[src/ddc_pkg.sv]
package ddc_pkg;
    localparam int ADC_W      = 18;
    localparam int DW         = 20;
    localparam int ACC_W      = 25;
    localparam int CNT_W      = 5;
    localparam int FIFO_DEPTH = 16;
    localparam int FCNT_W     = $clog2(FIFO_DEPTH) + 1;
    localparam int SAMPLE_W   = 2 * DW + 1;
    localparam int PROD_LSB   = 15;
    localparam int PROD_MSB   = PROD_LSB + DW - 1;
    localparam int LUT_W      = 4;
    localparam int PHASE_W    = 32;
    localparam int ADDR_W     = 8;
    localparam int HT_BIT     = 1;

    localparam logic [ADDR_W-1:0] A_CTRL = 8'h00;
    localparam logic [ADDR_W-1:0] A_FREQ = 8'h04;
    localparam logic [ADDR_W-1:0] A_STAT = 8'h08;
    localparam logic [ADDR_W-1:0] A_ACT  = 8'h0c;

    localparam int CTRL_W = 12;
    localparam int C_EN   = 0;
    localparam int C_REAL = 1;
    localparam int C_FS4  = 2;
    localparam int C_G6   = 3;
    localparam int C_G3   = 4;
    localparam int C_NEG  = 5;
    localparam int C_INV  = 6;
    localparam int C_RST  = 7;
    localparam int C_ALN  = 8;
    localparam int C_DEC  = 9;
    localparam int C_DECW = 3;

    localparam int S_OVR  = 0;
    localparam int S_PEND = 1;
    localparam int S_CNT  = 4;
    localparam int S_ALN  = 9;

    localparam logic [CTRL_W-1:0]  CTRL_RST = 12'h000;
    localparam logic [PHASE_W-1:0] FREQ_RST = 32'h0000_0000;
    localparam logic [C_DECW-1:0]  DEC_MAX  = 3'h4;
    localparam logic [LUT_W-1:0]   LUT_QTR  = 4'h4;

    typedef logic signed [DW-1:0]    word_t;
    typedef logic signed [ACC_W-1:0] acc_t;

    localparam word_t WORD_ZERO = 20'sh00000;
    localparam acc_t  ACC_WMAX  = 25'sh007ffff;
    localparam acc_t  ACC_WMIN  = -25'sh0080000;

    typedef struct packed {
        logic  is_real;
        word_t i;
        word_t q;
    } sample_t;

    typedef enum logic [1:0] {
        ST_EMPTY = 2'b00,
        ST_ONE   = 2'b01,
        ST_TWO   = 2'b10
    } stage_t;
endpackage

[src/decimating_down_converter.sv]
// Chosen here: register access over AHB-Lite and the register offsets.
`timescale 1ns/1ps
// What this block does
// - complex decimation by 2, 4, 8, 16, 32
// - complex path: shift, low-pass, then decimate
// - optional 6 dB gain in complex mode
// - real mode: no shift, real filter only
// - optional 3 dB gain in real mode
// - real passband half of complex passband
// - quarter-rate mix gives real samples, double rate
// - 32-bit oscillator, positive or negative rotation
// - real sample times complex oscillator sequence
// - frequency word is signed two's complement
// - new frequency waits for restart or align toggle
// - optional mixer phase inversion
// - filters reject stopband, pass most of band
// - filter accumulates at 25 bits, output saturated to 20 bits
// - real mode bypasses the mixer
// - align event resets phase, loads frequency
module decimating_down_converter
    import ddc_pkg::*;
(
    input  wire logic                    CLK_IN,
    input  wire logic                    RSTN_IN,
    input  wire logic                    HSEL_IN,
    input  wire logic [31:0]             HADDR_IN,
    input  wire logic [1:0]              HTRANS_IN,
    input  wire logic                    HWRITE_IN,
    input  wire logic [2:0]              HSIZE_IN,
    input  wire logic [31:0]             HWDATA_IN,
    input  wire logic                    HREADY_IN,
    output logic      [31:0]             HRDATA_OUT,
    output logic                         HREADYOUT_OUT,
    output logic                         HRESP_OUT,
    input  wire logic signed [ADC_W-1:0] ADC_DATA_IN,
    input  wire logic                    ADC_VALID_IN,
    input  wire logic                    POWERDOWN_OR_ALIGN_PIN_IN,
    output sample_t                      OUT_SAMPLE_OUT,
    output logic                         OUT_VALID_OUT,
    input  wire logic                    OUT_READY_IN
);
    function automatic logic [2:0] dec_shift(input logic [C_DECW-1:0] sel);
        return ((sel > DEC_MAX) ? DEC_MAX : sel) + 3'h1;
    endfunction

    function automatic logic signed [ADC_W-1:0] lut_cos(
        input logic [LUT_W-1:0] k);
        case (k)
            4'h0:    lut_cos = 18'sh1ffff;
            4'h1:    lut_cos = 18'sh1d907;
            4'h2:    lut_cos = 18'sh16a09;
            4'h3:    lut_cos = 18'sh0c3ef;
            4'h4:    lut_cos = 18'sh00000;
            4'h5:    lut_cos = -18'sh0c3ef;
            4'h6:    lut_cos = -18'sh16a09;
            4'h7:    lut_cos = -18'sh1d907;
            4'h8:    lut_cos = -18'sh1ffff;
            4'h9:    lut_cos = -18'sh1d907;
            4'ha:    lut_cos = -18'sh16a09;
            4'hb:    lut_cos = -18'sh0c3ef;
            4'hc:    lut_cos = 18'sh00000;
            4'hd:    lut_cos = 18'sh0c3ef;
            4'he:    lut_cos = 18'sh16a09;
            default: lut_cos = 18'sh1d907;
        endcase
    endfunction

    function automatic word_t sat_w(input acc_t v);
        if (v > ACC_WMAX) begin
            return ACC_WMAX[DW-1:0];
        end else if (v < ACC_WMIN) begin
            return ACC_WMIN[DW-1:0];
        end
        return v[DW-1:0];
    endfunction

    function automatic word_t gain_sat(input acc_t v, input logic g6,
                                       input logic g3);
        acc_t w;
        w = v;
        if (g6) begin
            w = v <<< 1;
        end else if (g3) begin
            w = v + (v >>> 2) + (v >>> 3) + (v >>> 5);
        end
        return sat_w(w);
    endfunction

    function automatic word_t neg_sat(input word_t v);
        return sat_w(-acc_t'(v));
    endfunction

    // bus slave
    logic                ap_take;
    logic                wr_q;
    logic                rd_q;
    logic                hit_q;
    logic [ADDR_W-1:0]   addr_q;
    logic [31:0]         hrdata_q;
    logic                hready_q;
    logic                hresp_q;
    logic [31:0]         rd_mux;
    logic                wr_ctrl;
    logic                wr_freq;
    logic                wr_stat;

    // settings
    logic [CTRL_W-1:0]   ctrl_q;
    logic [PHASE_W-1:0]  freq_pend_q;
    logic [PHASE_W-1:0]  freq_act_q;
    logic                pend_q;
    logic                ovr_q;
    logic                rst_prev_q;
    logic                al1_q;
    logic                al2_q;
    logic                al3_q;
    logic                en;
    logic                real_m;
    logic                fs4_eff;
    logic                g6_eff;
    logic                g3_eff;
    logic                q_neg;
    logic [2:0]          sh;
    logic [CNT_W-1:0]    last_cnt;
    logic                align_ev;
    logic                restart;
    logic [31:0]         status_w;

    // datapath
    logic [PHASE_W-1:0]          phase_q;
    logic [LUT_W-1:0]            idx;
    logic signed [ADC_W-1:0]     cos_v;
    logic signed [ADC_W-1:0]     sin_v;
    logic signed [2*ADC_W-1:0]   prod_i;
    logic signed [2*ADC_W-1:0]   prod_q;
    word_t                       mix_i;
    word_t                       mix_q;
    word_t                       q_raw;
    acc_t                        acc_i_q;
    acc_t                        acc_q_q;
    acc_t                        sum_i;
    acc_t                        sum_q;
    logic [CNT_W-1:0]            cnt_q;
    logic                        is_last;
    logic                        accept;
    logic                        load;
    logic                        ovr_set;

    // output stage and fifo
    stage_t                      st_q;
    stage_t                      st_d;
    word_t                       st_i_q;
    word_t                       st_qd_q;
    logic                        st_fs4_q;
    logic                        st_real_q;
    logic                        st_rot_q;
    logic                        rot_q;
    logic                        push;
    logic                        stage_free;
    word_t                       fs4_w;
    sample_t                     fifo_in;
    logic                        fifo_in_ready;
    sample_t                     fifo_out;
    logic                        fifo_out_valid;
    logic                        fifo_out_ready;
    logic [FCNT_W-1:0]           fifo_cnt;
    sample_t                     out_q;
    logic                        out_v_q;

    assign ap_take = HSEL_IN & HREADY_IN & HTRANS_IN[HT_BIT];
    assign wr_ctrl = wr_q & hit_q & (addr_q == A_CTRL);
    assign wr_freq = wr_q & hit_q & (addr_q == A_FREQ);
    assign wr_stat = wr_q & hit_q & (addr_q == A_STAT);
    assign rd_mux  = !hit_q ? 32'h0000_0000 :
                     (addr_q == A_CTRL) ? 32'(ctrl_q) :
                     (addr_q == A_FREQ) ? freq_pend_q :
                     (addr_q == A_STAT) ? status_w :
                     (addr_q == A_ACT)  ? freq_act_q : 32'h0000_0000;

    always_ff @(posedge CLK_IN) begin
        if (!RSTN_IN) begin
            wr_q     <= 1'b0;
            rd_q     <= 1'b0;
            hit_q    <= 1'b0;
            addr_q   <= '0;
            hrdata_q <= 32'h0000_0000;
            hready_q <= 1'b1;
            hresp_q  <= 1'b0;
        end else begin
            wr_q     <= ap_take & HWRITE_IN;
            rd_q     <= ap_take & ~HWRITE_IN;
            hready_q <= ~(ap_take & ~HWRITE_IN);
            hresp_q  <= 1'b0;
            if (ap_take) begin
                addr_q <= HADDR_IN[ADDR_W-1:0];
                hit_q  <= HADDR_IN[31:ADDR_W] == '0;
            end
            hrdata_q <= rd_q ? rd_mux : 32'h0000_0000;
        end
    end

    assign HRDATA_OUT    = hrdata_q;
    assign HREADYOUT_OUT = hready_q;
    assign HRESP_OUT     = hresp_q;

    assign en       = ctrl_q[C_EN];
    assign real_m   = ctrl_q[C_REAL];
    assign fs4_eff  = ctrl_q[C_FS4] & ~real_m;
    assign g6_eff   = ctrl_q[C_G6] & ~real_m;
    assign g3_eff   = ctrl_q[C_G3] & real_m;
    assign q_neg    = ctrl_q[C_NEG] ^ ctrl_q[C_INV];
    assign sh       = dec_shift(ctrl_q[C_DEC +: C_DECW]);
    assign last_cnt = CNT_W'((6'h01 << sh) - 6'h01);
    assign align_ev = ctrl_q[C_ALN] & (al2_q ^ al3_q);
    assign restart  = (ctrl_q[C_RST] ^ rst_prev_q) | align_ev;

    always_comb begin
        status_w = 32'h0000_0000;
        status_w[S_OVR] = ovr_q;
        status_w[S_PEND] = pend_q;
        status_w[S_CNT +: FCNT_W] = fifo_cnt;
        status_w[S_ALN] = al2_q;
    end

    always_ff @(posedge CLK_IN) begin
        if (!RSTN_IN) begin
            ctrl_q      <= CTRL_RST;
            freq_pend_q <= FREQ_RST;
            freq_act_q  <= FREQ_RST;
            pend_q      <= 1'b0;
            ovr_q       <= 1'b0;
            rst_prev_q  <= 1'b0;
            al1_q       <= 1'b0;
            al2_q       <= 1'b0;
            al3_q       <= 1'b0;
        end else begin
            al1_q      <= POWERDOWN_OR_ALIGN_PIN_IN;
            al2_q      <= al1_q;
            al3_q      <= al2_q;
            rst_prev_q <= ctrl_q[C_RST];
            if (wr_ctrl) begin
                ctrl_q <= HWDATA_IN[CTRL_W-1:0];
            end
            if (wr_freq) begin
                freq_pend_q <= HWDATA_IN;
            end
            if (restart) begin
                freq_act_q <= freq_pend_q;
            end
            pend_q <= wr_freq | (pend_q & ~restart);
            ovr_q  <= ovr_set | (ovr_q & ~(wr_stat & HWDATA_IN[S_OVR]));
        end
    end

    // oscillator and mixer
    assign idx    = phase_q[PHASE_W-1 -: LUT_W];
    assign cos_v  = lut_cos(idx);
    assign sin_v  = lut_cos(idx - LUT_QTR);
    assign prod_i = ADC_DATA_IN * cos_v;
    assign prod_q = ADC_DATA_IN * sin_v;
    assign q_raw  = prod_q[PROD_MSB:PROD_LSB];
    assign mix_i  = real_m ? {ADC_DATA_IN, {(DW-ADC_W){1'b0}}}
                           : prod_i[PROD_MSB:PROD_LSB];
    assign mix_q  = real_m ? WORD_ZERO : (q_neg ? -q_raw : q_raw);

    // boxcar decimator
    assign sum_i   = acc_i_q + acc_t'(mix_i);
    assign sum_q   = acc_q_q + acc_t'(mix_q);
    assign is_last = cnt_q == last_cnt;
    assign accept  = ADC_VALID_IN & en & ~restart & (~is_last | stage_free);
    assign load    = accept & is_last;
    assign ovr_set = ADC_VALID_IN & en & ~restart & is_last & ~stage_free;

    always_ff @(posedge CLK_IN) begin
        if (!RSTN_IN) begin
            phase_q <= '0;
            acc_i_q <= '0;
            acc_q_q <= '0;
            cnt_q   <= '0;
        end else if (restart) begin
            phase_q <= '0;
            acc_i_q <= '0;
            acc_q_q <= '0;
            cnt_q   <= '0;
        end else if (accept) begin
            if (!real_m) begin
                phase_q <= phase_q + freq_act_q;
            end
            acc_i_q <= is_last ? '0 : sum_i;
            acc_q_q <= is_last ? '0 : sum_q;
            cnt_q   <= is_last ? '0 : cnt_q + 1'b1;
        end
    end

    // output stage
    assign push       = (st_q != ST_EMPTY) & fifo_in_ready;
    assign stage_free = (st_q == ST_EMPTY) |
                        (push & ~((st_q == ST_ONE) & st_fs4_q));

    always_comb begin
        st_d = st_q;
        case (st_q)
            ST_EMPTY: begin
                if (load) st_d = ST_ONE;
            end
            ST_ONE: begin
                if (push) st_d = st_fs4_q ? ST_TWO
                                          : (load ? ST_ONE : ST_EMPTY);
            end
            ST_TWO: begin
                if (push) st_d = load ? ST_ONE : ST_EMPTY;
            end
            default: st_d = ST_EMPTY;
        endcase
    end

    always_ff @(posedge CLK_IN) begin
        if (!RSTN_IN) begin
            st_q      <= ST_EMPTY;
            st_i_q    <= WORD_ZERO;
            st_qd_q   <= WORD_ZERO;
            st_fs4_q  <= 1'b0;
            st_real_q <= 1'b0;
            st_rot_q  <= 1'b0;
            rot_q     <= 1'b0;
        end else begin
            st_q <= st_d;
            if (restart) begin
                rot_q <= 1'b0;
            end else if (load) begin
                rot_q <= rot_q ^ fs4_eff;
            end
            if (load) begin
                st_i_q    <= gain_sat(sum_i >>> sh, g6_eff, g3_eff);
                st_qd_q   <= gain_sat(sum_q >>> sh, g6_eff, g3_eff);
                st_fs4_q  <= fs4_eff;
                st_real_q <= real_m;
                st_rot_q  <= rot_q;
            end
        end
    end

    // quarter-rate mix: I, -Q, -I, Q, ...
    assign fs4_w = (st_q == ST_TWO)
                 ? (st_rot_q ? st_qd_q : neg_sat(st_qd_q))
                 : (st_rot_q ? neg_sat(st_i_q) : st_i_q);
    assign fifo_in = st_fs4_q  ? {1'b1, fs4_w, WORD_ZERO} :
                     st_real_q ? {1'b1, st_i_q, WORD_ZERO} :
                                 {1'b0, st_i_q, st_qd_q};

    sync_fifo #(
        .WIDTH (SAMPLE_W),
        .DEPTH (FIFO_DEPTH)
    ) u_fifo (
        .clk_in        (CLK_IN),
        .rstn_in       (RSTN_IN),
        .in_valid_in   (st_q != ST_EMPTY),
        .in_ready_out  (fifo_in_ready),
        .in_data_in    (fifo_in),
        .out_valid_out (fifo_out_valid),
        .out_ready_in  (fifo_out_ready),
        .out_data_out  (fifo_out),
        .count_out     (fifo_cnt)
    );

    assign fifo_out_ready = ~out_v_q | OUT_READY_IN;

    always_ff @(posedge CLK_IN) begin
        if (!RSTN_IN) begin
            out_v_q <= 1'b0;
            out_q   <= '0;
        end else begin
            out_v_q <= fifo_out_valid | (out_v_q & ~OUT_READY_IN);
            if (fifo_out_valid & fifo_out_ready) begin
                out_q <= fifo_out;
            end
        end
    end

    assign OUT_SAMPLE_OUT = out_q;
    assign OUT_VALID_OUT  = out_v_q;
endmodule // decimating_down_converter

[src/sync_fifo.sv]
`timescale 1ns/1ps
module sync_fifo #(
    parameter int WIDTH = 8,
    parameter int DEPTH = 16
) (
    input  wire logic                  clk_in,
    input  wire logic                  rstn_in,
    input  wire logic                  in_valid_in,
    output logic                       in_ready_out,
    input  wire logic [WIDTH-1:0]      in_data_in,
    output logic                       out_valid_out,
    input  wire logic                  out_ready_in,
    output logic [WIDTH-1:0]           out_data_out,
    output logic [$clog2(DEPTH):0]     count_out
);
    localparam int AW = $clog2(DEPTH);
    localparam logic [AW:0] FULL_CNT = (AW+1)'(DEPTH);

    logic [WIDTH-1:0] mem_q [DEPTH];
    logic [AW-1:0]    wp_q;
    logic [AW-1:0]    rp_q;
    logic [AW:0]      cnt_q;
    logic             wr_en;
    logic             rd_en;

    assign in_ready_out  = cnt_q != FULL_CNT;
    assign out_valid_out = cnt_q != '0;
    assign wr_en         = in_valid_in & in_ready_out;
    assign rd_en         = out_valid_out & out_ready_in;
    assign out_data_out  = mem_q[rp_q];
    assign count_out     = cnt_q;

    always_ff @(posedge clk_in) begin
        if (!rstn_in) begin
            wp_q  <= '0;
            rp_q  <= '0;
            cnt_q <= '0;
        end else begin
            if (wr_en) begin
                wp_q <= wp_q + 1'b1;
            end
            if (rd_en) begin
                rp_q <= rp_q + 1'b1;
            end
            cnt_q <= cnt_q + (AW+1)'(wr_en) - (AW+1)'(rd_en);
        end
    end

    always_ff @(posedge clk_in) begin
        if (wr_en) begin
            mem_q[wp_q] <= in_data_in;
        end
    end
endmodule // sync_fifo
[config.mk]
export PLATFORM = sky130hd
export DESIGN_NAME = decimating_down_converter
export DESIGN_NICKNAME = d
export VERILOG_FILES = /design/src/ddc_pkg.sv /design/src/decimating_down_converter.sv /design/src/sync_fifo.sv
export SDC_FILE = /design/constraint.sdc
export NUM_CORES = 2
export LEC_CHECK = 0
export ABC_AREA = 0
export BUFFER_PORTS_ARGS = -buffer_cell sky130_fd_sc_hd__buf_2
export CORE_MARGIN = 5
export CORE_UTILIZATION = 50
export DETAILED_ROUTE_END_ITERATION = 12
export GPL_TIMING_DRIVEN = 0
export PLACE_DENSITY = 0.8
export REMOVE_ABC_BUFFERS = 1
export SLEW_MARGIN = 20
export SYNTH_ARGS = -nofsm -noshare
export SYNTH_HDL_FRONTEND = slang
export SYNTH_SLANG_ARGS = --single-unit
[constraint.sdc]
create_clock -name CLK_IN -period 16 [get_ports CLK_IN]
set_input_delay 0.8 -clock CLK_IN [delete_from_list [all_inputs] [get_ports CLK_IN]]
set_output_delay 0.8 -clock CLK_IN [all_outputs]
set_load 0.1 [all_outputs]
==> impl_metrics.toml <==
[synthesis]
yosys.cell_types.count = 100
yosys.area.top_type_share = 0.272
synthArstFlopShare = 0
yosys_most_used_dff = "edfxtp_1"
syn-cell-area_um2 = 72400
synth_cells = 6662
seq_area_frac_synth = 0.362
synth_seq_cells = 980
synth_edf_count = 656
yosys_warnings = 0
synth_area_per_cell_um2 = 10.9
synth_largest_area_cell = "edfxtp_1"
synthTopCellsByArea = "edfxtp_1 (27%), fa_1 (20%), dfxtp_1 (9.0%)"

[cts]
cts_buffer_depth = 3
cts_buffers = 94
clock-sinks = 980
root_buffer = "clkbuf_16"
cts_tree = "yes"
path_clk_slew_ns = 0.06
insertion_delay_ns = 0.75
htreeDepth = 3

[place]
portBuffers = 165
place.gp.congestion = 0.930
post-place-ws_ns = -1.80
dp_hpwl_um = 137000
dp.cells = 8505

[layout]
nFillCells = 11408
stdcell_count = 8727
area_growth_pct = 11.0
layout.cells.most_common_list = "inv_1 (1024), nand2_1 (732), fa_1 (716), edfxtp_1 (656), ha_1 (336)"
seq_area_um2 = 26200
drive_above_1_share = 0.131
multiInputGateArea_um2 = 42000
final_nets = 7896
final_common_cell = "inv_1"

[setup_path]
required_ns = 16.63
cpPeakStageDelay_ns = 0.62
criticalPathCategory = "flip-flop to flip-flop"
worst-path-buf-inv = 9
rr_startpoint = "phase_q[29]"
worstPathMaxFanout = 8
r2r_setup_slack_ns = 0.44
crit_family = "adder cells"
rr_endpoint = "st_qd_q[16]"
reg2regPathDepth = 53
critPathLaunch = "phase_q[29]"
slowest_stage = "fa_1"
cp.arrival_ns = 16.19
endpoint_kind = "flip-flop"
crit_path_start_kind = "flip-flop"
crit_path_frequent_cell = "fa_1"

[drt]
drc = 0
drt_iter0_drc = 5378
ant_nets = 0
via_count = 52251
routed_wl_um = 195000
dr.pass1.iters = 7
detail_route.wl_per_cell_um = 22.3
routed_via_density = 5.99

[timing]
skew_ns = 0.0670
finalHoldViolCount = 0
maxSlewViolCount = 0
period_needed_ns = 15.56
tightest_slew_ns = 1.10
layout_worst_path_cycle_share = 0.973
max-slew-margin-rel = 0.262
setup_viol_count_final = 0
setup_ws_ns = 0.439
fmax_mhz = 64.3

[grt]
grt_max_degree = 138
overflow = 0
antenna_found_initial = 5
grt_pass1_wl_um = 306000
grt_pass1_vias = 53485
grt_usage = 0.256

[status]
status = "complete, no violations"

[hold_path]
hp-start = "POWERDOWN_OR_ALIGN_PIN_IN"
holdPathEnd = "al1_q"
hold_path.class = "input pin to flip-flop"
whs_path_depth = 2

[die]
initial_utilization = 0.504
die_area_um2 = 152000
num_io_pins = 171
core_area_um2 = 144000
die_x_um = 390
rows = 139
die_h_um = 390

[job]
maxCapViolCount = 0
## worst register-to-register path, delay by kind of cell, from the launching register on
kind | cells | cell delay, ns
buffers and inverters | 9 | 1.00
muxes | 5 | 1.48
AOI/OAI and AO/OA | 19 | 4.99
and+or+nand+nor | 6 | 1.64
DFF | 1 | 0.42
xor gates and xnor gates | 2 | 0.34
adders and majority gates | 12 | 5.68
## metal layers
metal,up-vias,share of wire,GRT usage
met5,-,0.00020,0.00188
met4,6,0.046,0.0945
met3,589,0.094,0.0515
met2,2880,0.48,0.429
met1,26015,0.38,0.331
li1,22761,-,-
## repair_timing
| action | CTS | global route |
|---|---|---|
| endpoints found under the setup margin | 39 | 40 |
| pin swaps | 6 | 29 |
| hold buffers | 0 | 0 |
| gates cloned | 1 | 5 |
| buffers inserted | 5 | 34 |
| resized for setup | 32 | 88 |
## registers in the layout, summed over array words and instances (netlist names), 5 cells and up
signal / flops
u_fifo.mem_q: 656
st_i_q: 20
freq_act_q: 32
acc_i_q: 25
u_fifo.count_out: 5
acc_q_q: 25
OUT_SAMPLE_OUT: 41
freq_pend_q: 32
st_qd_q: 20
addr_q: 8
ctrl_q: 12
HRDATA_OUT: 32
phase_q: 32
cos_v: 10
cnt_q: 5
## per-stage QoR
step	hold WS, ns	setup TNS [ns]	cell area, um^2	util
floorplan	0.412	0	71200	-
global placement	0.422	-82.64	74400	0.518
detailed placement	0.419	-43.46	76200	0.530
CTS	0.246	0	79600	0.554
global route	0.270	-1.24	80300	0.559
finish	0.292	0	80300	0.559
## cell usage after synthesis (all sizes together), types with 45 or more instances
library cell / number
a211oi: 55
a21boi: 129
a21o: 60
a21oi: 262
a22oi: 88
and2: 154
buf: 45
clkbuf: 267
dfxtp: 324
edfxtp: 656
fa: 717
ha: 340
inv: 1035
mux2i: 73
mux4: 207
nand2: 744
nand2b: 47
nand3: 63
nor2: 336
nor2b: 47
nor3: 81
o211ai: 46
o21ai: 221
xnor2: 157
xor2: 63
## kinds of logic after synthesis
kind of cell / count (synthesis) / synth area share
adder cells (fa/ha/maj): 1062 / 0.258
buffers and inverters: 1352 / 0.0705
flip-flops: 980 / 0.362
other: 1 / 0.0000518
AO/OA/AOI/OAI: 1115 / 0.103
multiplexers: 298 / 0.0775
XOR/XNOR: 220 / 0.0266
AND/OR/NAND/NOR: 1634 / 0.103
## layout make-up
class,count,share of cell area
repair buffers,292,0.0329
flip-flops and latches,980,0.326
clock buffers,122,0.0319
clock inverters,53,0.00782
well taps,1903,0.0296
diodes,1,0.0000311
multi-input cells,4336,0.523
inverters,1040,0.0488
## how the worst max path moves through the flow
stage / to / slack (ns) / depth (start not counted)
2_1_floorplan: st_qd_q[0] / 0.45 / 62
3_3_place_gp: st_qd_q[4] / -3.08 / 62
3_5_place_dp: st_qd_q[4] / -1.80 / 50
4_1_cts: st_qd_q[0] / 0.004 / 65
5_1_grt: st_qd_q[16] / -0.14 / 65
6_report: st_qd_q[16] / 0.44 / 53
Power is left out: the tool's default activity adds up to more than one toggle a clock period on the data nets, which glitch-free logic cannot reach.
